[src/design/bcc_defs.svh]
`ifndef BCC_DEFS_SVH
`define BCC_DEFS_SVH

// ************************************************************
// widths and masks
// ************************************************************
`define BCC_COUNT_WIDTH   6
`define BCC_MASK_FULL     6'h3F
`define BCC_MASK_LOW4     6'h0F
`define BCC_COUNT_RESET   6'h00

// ************************************************************
// rates
// ************************************************************
`define BCC_CLK_MHZ         20
`define BCC_DIRECT_MAX_MHZ  10
`define BCC_GATED_MAX_MHZ   20

`endif

[src/design/bcc_pkg.sv]
`include "bcc_defs.svh"

package bcc_pkg;

    // ************************************************************
    // sequencer states
    // ************************************************************
    typedef enum logic [2:0] {
        BCC_IDLE,
        BCC_LOAD,
        BCC_COUNT,
        BCC_HIGH,
        BCC_LOW,
        BCC_RETURN
    } bcc_state_type;

    typedef logic [`BCC_COUNT_WIDTH-1:0] bcc_count_type;

endpackage : bcc_pkg

[src/design/bcc_burst_clock_counter.sv]
`include "bcc_defs.svh"

module bcc_burst_clock_counter #(
    parameter logic [`BCC_COUNT_WIDTH-1:0] COUNT_MASK = `BCC_MASK_FULL
) (
    input  wire logic                  i_clk,
    input  wire logic                  i_reset,
    input  wire logic                  i_condition_input,
    input  wire bcc_pkg::bcc_count_type i_count_value,
    input  wire logic                  i_direct_mode,
    input  wire logic                  i_count_enable_n,
    output logic                       o_burst_gate_out,
    output logic                       o_equality_flag,
    output bcc_pkg::bcc_count_type     o_count
);
    import bcc_pkg::*;

    // ************************************************************
    // input synchronisers
    // ************************************************************
    logic          load_meta;
    logic          load_sync;
    logic          dir_meta;
    logic          dir_sync;
    logic          en_n_meta;
    logic          en_n_sync;
    bcc_count_type cnt_meta;
    bcc_count_type cnt_sync;
    // sequencer state, the live counter and the mode taken at load
    bcc_state_type state;
    bcc_state_type next_state;
    bcc_count_type counter;
    logic          direct;

    // ************************************************************
    // shared decodes
    // ************************************************************
    // zero test used by the sequencer and the down-counter alike, so both
    // agree on the very same clock at which the burst ends
    function automatic logic bcc_is_zero(input bcc_count_type value);
        return value == `BCC_COUNT_RESET;
    endfunction : bcc_is_zero

    // states in which clock pulses may pass; every other state keeps the
    // gate high, so an unknown or unused state can never open it
    function automatic logic bcc_gate_low(input bcc_state_type value);
        return value == BCC_COUNT || value == BCC_LOW;
    endfunction : bcc_gate_low

    // load request pin, two stages; resets high so no burst starts early
    always_ff @(posedge i_clk or posedge i_reset) begin
        if (i_reset) begin
            load_meta <= 1'b1;
            load_sync <= 1'b1;
        end else begin
            load_meta <= i_condition_input;
            load_sync <= load_meta;
        end
    end

    // mode pin, two stages; only read while the load is being accepted
    always_ff @(posedge i_clk or posedge i_reset) begin
        if (i_reset) begin
            dir_meta <= 1'b0;
            dir_sync <= 1'b0;
        end else begin
            dir_meta <= i_direct_mode;
            dir_sync <= dir_meta;
        end
    end

    // enable pin, two stages; a change mid-burst takes effect two clocks
    // later, which the host must allow for when it pauses a burst
    always_ff @(posedge i_clk or posedge i_reset) begin
        if (i_reset) begin
            en_n_meta <= 1'b1;
            en_n_sync <= 1'b1;
        end else begin
            en_n_meta <= i_count_enable_n;
            en_n_sync <= en_n_meta;
        end
    end

    // count pins, two stages per bit; not gray coded, so the host must hold
    // the count steady from before the load falls until the gate falls
    always_ff @(posedge i_clk or posedge i_reset) begin
        if (i_reset) begin
            cnt_meta <= `BCC_COUNT_RESET;
            cnt_sync <= `BCC_COUNT_RESET;
        end else begin
            cnt_meta <= i_count_value;
            cnt_sync <= cnt_meta;
        end
    end

    // ************************************************************
    // sequencer
    // ************************************************************
    // counting stalls in place while the enable is high
    // a load held low past the burst starts the next one after three high
    // clocks; the host must release it early to get a single burst
    // in direct mode the enable is honoured only in the high phase
    always_comb begin
        next_state = state;
        case (state)
            BCC_IDLE: begin
                if (!load_sync) begin
                    next_state = BCC_LOAD;
                end
            end
            BCC_LOAD: begin
                next_state = direct ? BCC_HIGH : BCC_COUNT;
            end
            BCC_COUNT: begin
                if (!en_n_sync && bcc_is_zero(counter)) begin
                    next_state = BCC_RETURN;
                end
            end
            BCC_HIGH: begin
                if (!en_n_sync) begin
                    next_state = BCC_LOW;
                end
            end
            BCC_LOW: begin
                if (bcc_is_zero(counter)) begin
                    next_state = BCC_RETURN;
                end else begin
                    next_state = BCC_HIGH;
                end
            end
            BCC_RETURN: begin
                next_state = BCC_IDLE;
            end
            default: begin
                next_state = BCC_IDLE;
            end
        endcase
    end

    // state register; reset lands in idle with the gate high
    always_ff @(posedge i_clk or posedge i_reset) begin
        if (i_reset) begin
            state <= BCC_IDLE;
        end else begin
            state <= next_state;
        end
    end

    // mode is latched at load so a mid-burst change cannot garble it
    // it resets to gated mode, which keeps the gate high until a load
    always_ff @(posedge i_clk or posedge i_reset) begin
        if (i_reset) begin
            direct <= 1'b0;
        end else if (state == BCC_IDLE && !load_sync) begin
            direct <= dir_sync;
        end
    end

    // ************************************************************
    // down-counter
    // ************************************************************
    // loads once per burst; the flag test keeps the conditional load form
    // and always passes because nothing in this block ever sets the flag
    always_ff @(posedge i_clk or posedge i_reset) begin
        if (i_reset) begin
            counter <= `BCC_COUNT_RESET;
        end else if (state == BCC_LOAD && !o_equality_flag) begin
            counter <= cnt_sync & COUNT_MASK;
        end else if (state == BCC_COUNT && !en_n_sync && !bcc_is_zero(counter)) begin
            counter <= counter - 6'h01;
        end else if (state == BCC_LOW && !bcc_is_zero(counter)) begin
            counter <= counter - 6'h01;
        end
    end

    // equality flag: never set by this program, cleared by reset and again on every clock
    // kept as a register so the port still comes straight from a flop
    always_ff @(posedge i_clk or posedge i_reset) begin
        if (i_reset) begin
            o_equality_flag <= 1'b0;
        end else begin
            o_equality_flag <= 1'b0;
        end
    end

    // ************************************************************
    // outputs
    // ************************************************************
    // gate is registered from the next state: falls one clock after load leaves idle in gated mode, two clocks after in direct mode
    // decoding next_state rather than state saves a clock of latency
    always_ff @(posedge i_clk or posedge i_reset) begin
        if (i_reset) begin
            o_burst_gate_out <= 1'b1;
        end else begin
            // with the enable low, count state is counter+1 clocks long, giving counter+1 gated pulses
            o_burst_gate_out <= !bcc_gate_low(next_state);
        end
    end

    // counter mirror for observation, one clock behind the live value
    always_ff @(posedge i_clk or posedge i_reset) begin
        if (i_reset) begin
            o_count <= `BCC_COUNT_RESET;
        end else begin
            o_count <= counter;
        end
    end

    // gated mode relies on outside logic forming clk AND NOT gate
    // the gate changes just after the rising edge, so that AND sees it
    // settled while the clock is high only if the gate path is kept short

endmodule : bcc_burst_clock_counter

[config.mk]
export PLATFORM = sky130hd
export DESIGN_NAME = bcc_burst_clock_counter
export DESIGN_NICKNAME = d
export VERILOG_FILES = /design/src/design/bcc_pkg.sv /design/src/design/bcc_burst_clock_counter.sv
export VERILOG_INCLUDE_DIRS = /design/src /design/src/design
export SDC_FILE = /design/constraint.sdc
export NUM_CORES = 1
export LEC_CHECK = 0
export ABC_AREA = 1
export BUFFER_PORTS_ARGS = -buffer_cell sky130_fd_sc_hd__buf_2
export CAP_MARGIN = 30
export CORE_ASPECT_RATIO = 0.75
export CORE_UTILIZATION = 50
export CTS_CLUSTER_DIAMETER = 80
export CTS_CLUSTER_SIZE = 24
export DETAILED_ROUTE_END_ITERATION = 16
export HOLD_SLACK_MARGIN = 0.03
export PLACE_DENSITY = 0.74
export SLEW_MARGIN = 20
export SYNTH_ARGS = -nofsm -noshare
export SYNTH_HDL_FRONTEND = slang
export SYNTH_SLANG_ARGS = --single-unit
export TNS_END_PERCENT = 50
[constraint.sdc]
create_clock -name i_clk -period 2.1 [get_ports i_clk]
set_input_delay 0.315 -clock i_clk [delete_from_list [all_inputs] [get_ports i_clk]]
set_output_delay 0.315 -clock i_clk [all_outputs]
set_load 0.005 [all_outputs]
### After elaboration in Yosys (flattened, before gate mapping)

Index checks and enable logic that the tools add are counted.

* output and inout bits: 8
* word-level logic and storage cells: 42
* flip-flop bits (word level): 35

* $add $sub $neg: 1
* mux-type cells: 9
* eq/ne operators: 6
* reduce and logical (&&, ||, !) cells: 13

Operator list (number)
* two-way mux 6 bit: 3
* one-hot mux 3 bit (5 select lines): 1
* two-way mux 3 bit: 4
* equality test 3 x 2 -> 1 bit (second input constant): 3
* equality test 3 bit (second input constant): 2
* zero test 6 bit: 1
* subtractor 6 x 1 -> 6 bit (second input constant): 1
* logical AND 1 bit: 5
* zero test 1 bit: 4
* equality test 3 x 1 -> 1 bit (second input constant): 1
* zero test 3 bit: 1
* nonzero test 3 bit: 1
* logical OR 1 bit: 1
* two-way mux 1 bit: 1

### Logic depth before layout (Yosys ltp)

* word-level depth: 7
* gate-level depth with buffers: 9
* gate-level depth less buffers: 9

### Worst setup path before layout

Ideal clock, no wire load.

* path type: reg2reg
* from: register counter[0]
* to: register counter[0]
* arrival time: 1.385 ns
* path slack: 0.591 ns
* cell stages (with the launch flop): 10
* buffers on the path: 0
* cells stage by stage: dfrtp_1 -> inv_1 -> ha_1 -> inv_1 -> nor2_2 -> nand3_1 -> nand2_1 -> nand3_4 -> nand2_1 -> o21ai_1

* cells in the longest elaborated chain, start to end: 5
* elaborated cells between the ends (all ways): 9
* classes of those cells: add/sub (1); mux (3); reduce/logical (5)

Ends and longest elaborated chain
* start: declaration: RTL line bcc_burst_clock_counter.sv:32 `bcc_count_type counter;`
* start signal: assignment: RTL line bcc_burst_clock_counter.sv:166 `` counter <= `BCC_COUNT_RESET; ``
* start signal: assignment: RTL line bcc_burst_clock_counter.sv:168 `counter <= cnt_sync & COUNT_MASK;`
* start signal: assignment: RTL line bcc_burst_clock_counter.sv:170 `counter <= counter - 6'h01;`
* branches (longest 5 deep; another with subtractor 6 x 1 -> 6 bit)

Several ways; the timed one is not identified. The select of a mux whose other input is x is not followed.
A chain may end at the register's enable or synchronous reset.

### Final worst setup path

* from: register counter[0]
* to: register counter[4]

The elaborated chain is that of the path after synthesis.

==> reports/qor.yml <==
outcome:
  outcome: "complete, no violations"
final_layout:
  ratio_of_cells_with_drive_above_1_in_the_final_layout_pct: 26.5
  finalInstanceArea_mm2: 0.00154
  antenna_cells_inserted: 0
  final_nets: 158
  flow.area_growth_from_synthesis_pct: 18.7
synth:
  synth-seq-cells: 35
  synth-edff-count: 0
  synth_top_area_share_pct: 57.8
  synth_xor_area_share_pct: 0
  synth_seq_area_share_pct: 67.9
  synth.yosys.warnings: 0
  synth_cell_types: 21
  post_synth_and_or_nand_nor_area_fraction_pct: 22.4
  post_synth_mux_area_share_pct: 0
  syn_area_mm2: 0.00130
  yosys_most_used_dff: "sky130_fd_sc_hd__dfrtp_1"
  synthTopCellsByArea: "sky130_fd_sc_hd__dfrtp_1 58%, sky130_fd_sc_hd__dfstp_2 10%, sky130_fd_sc_hd__nand2_1 8.4%"
  netlist.top_cell.by_area: "sky130_fd_sc_hd__dfrtp_1"
  synth_top_family_by_area: "simple AND/OR/NAND/NOR gates"
  postSynthAreaPerCell_um2: 10.7
  synthAdderAreaFrac_pct: 0.963
  postSynth.asyncResetShare_pct: 100
  postSynthCellCount: 121
  yosys-top-cells-count: "30 x sky130_fd_sc_hd__dfrtp_1, 29 x sky130_fd_sc_hd__nand2_1, 11 x sky130_fd_sc_hd__nand3_1"
  postSynthNetCount: 133
  synth-compound-area-share_pct: 3.95
  synthMostInstantiatedCell: "sky130_fd_sc_hd__dfrtp_1"
worst_setup_path:
  cp_data_required_time_ps: 2330
  worstReg2RegStart: "counter[0]$_DFFE_PP0P_"
  start_kind: "flop"
  path_class: "reg2reg"
  critical_path.reg2reg.endpoint: "counter[4]$_DFFE_PP0P_"
  worstRegToRegCells: 9
  crit_path_max_fanout: 10
  timing.reg2reg.setup_slack_ps: 340
  arrival_ps: 1990
  endpoint_kind: "flop"
grt:
  groute.usage.overall_pct: 18.2
  grt_pass1_vias: 808
  initial_antenna_violation_count: 0
  grt_first_pass_wirelength_um: 3360
  largest_net_degree_at_the_start_of_global_routing: 36
  grt-ovfl-total: 0
die:
  effective_utilization_at_floorplan_pct: 54.5
  die_h_um: 46.1
  die_x_um: 60.9
  core_area_mm2: 0.00238
  boundaryPins: 19
  num_rows: 15
  die-area_mm2: 0.00281
route:
  detailedRoute.firstIterationViolations: 51
  drc_errors: 0
  post_drt_wl_per_cell_um: 10.5
  drt_wl_total_um: 1910
  drt.antenna.violating_nets: 0
  drt_first_pass_iters: 4
  route.detailed.vias_per_inst: 5.02
  num_vias: 908
sta:
  period_share_pct: 84.0
  rsz0062_at_grt: "false"
  slew_violations: 0
  finalSetupTns_ps: 0
  setup_slack_ps: 336
  fin_worst_skew_ps: 4.34
  finalCriticalPeriod_ps: 1760
  finalHoldViolCount: 0
  timing.final.setup_violations: 0
  maximum_clock_frequency_mhz: 567
hold_path:
  min-delay-path-class: "in2async"
clocking:
  tritoncts: "built"
  numCtsBuffers: 5
  clock_latency_ps: 330
  ctsResizeCount: 0
  clock_path_buffers: 2
  clock-root-buffer: "sky130_fd_sc_hd__clkbuf_4"
  cts_htree_levels: 2
  cts.clk_slew.worst_paths_ps: 100
  cts.sink_count: 35
place:
  detailed_place_hpwl_um: 1360
  post_dp_cell_area_mm2: 0.00143
  placement.setup.worst_slack_ps: 349
  place.port_buffers: 17
  place.gp.congestion: 0.897
power_and_ir_drop:
  power-per-cell-area_mw_per_mm2: 1470
  vdd.ir_drop.worst_v: 0.000637
  leakagePower_nw: 0.763
run:
  max_cap_violations: 0
==> how the worst max path moves through the flow <==
stage,startpoint,end,slack (ps),cells after the start
floorplan,counter[0]$_DFFE_PP0P_,counter[0]$_DFFE_PP0P_,590,9
global placement,counter[0]$_DFFE_PP0P_,counter[4]$_DFFE_PP0P_,500,9
detailed placement,counter[0]$_DFFE_PP0P_,counter[4]$_DFFE_PP0P_,350,9
CTS,counter[0]$_DFFE_PP0P_,counter[4]$_DFFE_PP0P_,330,9
global route,counter[0]$_DFFE_PP0P_,counter[0]$_DFFE_PP0P_,140,9
finish,counter[0]$_DFFE_PP0P_,counter[4]$_DFFE_PP0P_,340,9
==> per-stage QoR <==
stage | util [%] | power, W | hold slack, ps | instances
finish | 64.7 | 0.00227 | 53.5 | 181
global route | 64.7 | 0.00247 | 31.4 | 181
CTS | 64.3 | 0.00229 | 48.5 | 180
detailed placement | 59.8 | 0.00169 | 335 | 172
global placement | 59.8 | 0.00167 | 331 | 172
floorplan | - | 0.00149 | 319 | 121
==> power breakdown <==
group	internal [W]	leakage (nW)	switching, W
sequential	0.000853	0.416	0.000116
clock	0.000370	0.0514	0.000218
combinational	0.000274	0.296	0.000438
total	0.00150	0.763	0.000772
==> placed cells by master (no fill, tap or decap), types with 2 or more instances in the layout <==
master	instances
sky130_fd_sc_hd__clkbuf_4	5
sky130_fd_sc_hd__nor2_1	10
sky130_fd_sc_hd__o21ai_0	3
sky130_fd_sc_hd__nor2_2	2
sky130_fd_sc_hd__dfrtp_1	30
sky130_fd_sc_hd__inv_1	9
sky130_fd_sc_hd__nand3_1	11
sky130_fd_sc_hd__nand4_1	4
sky130_fd_sc_hd__buf_2	17
sky130_fd_sc_hd__or2_0	2
sky130_fd_sc_hd__dfstp_2	5
sky130_fd_sc_hd__o21ai_1	4
sky130_fd_sc_hd__inv_2	3
sky130_fd_sc_hd__bufinv_16	2
sky130_fd_sc_hd__nand2_1	29
==> registers in the layout, summed over array words and instances (netlist names) <==
signal / flops
cnt_sync: 6
cnt_meta: 6
en_n_sync: 1
o_count: 6
load_meta: 1
dir_sync: 1
state: 3
dir_meta: 1
o_burst_gate_out: 1
load_sync: 1
counter: 6
en_n_meta: 1
direct: 1
==> per-layer routing <==
layer | wire length, µm | up-vias | global-route usage [%]
met5 | 0 | - | 0
met4 | 51 | 0 | 12.3
met3 | 173 | 8 | 6.74
met2 | 832 | 50 | 27.3
met1 | 850 | 410 | 22.1
li1 | - | 440 | -
==> cells by family (layout without fill, tap and decap cells) <==
group,after synthesis,count (layout)
compound gates,9,9
buf+inv,14,40
flops,35,35
other cells,1,1
fa+ha+maj,1,1
simple gates,61,61
==> worst max-delay path, stage by stage (launching register included) <==
cell and delay, ps:
sky130_fd_sc_hd__dfrtp_1 400, sky130_fd_sc_hd__inv_1 150, sky130_fd_sc_hd__ha_1 190, sky130_fd_sc_hd__inv_1 50, sky130_fd_sc_hd__nor2_2 140, sky130_fd_sc_hd__nand3_1 200, sky130_fd_sc_hd__nand2_1 220, sky130_fd_sc_hd__nand3_4 150
sky130_fd_sc_hd__nand3_1 110, sky130_fd_sc_hd__nand2_1 60
==> final cells by class <==
class                           instances  area, µm²
Sequential cell                        35        882
Fill cell                             199        842
Multi-Input combinational cell         72        358
Timing Repair Buffer                   19        103
Clock inverter                          3       67.6
Inverter                               13       51.3
Tap cell                               34       42.5
Clock buffer                            5       37.5
==> repair_timing <==
item	CTS	global route
hold buffers	0	1
endpoints found under the hold margin	0	1
setup endpoints to repair	0	0
buffers inserted	0	0
Power figures use the tool's default switching activity.
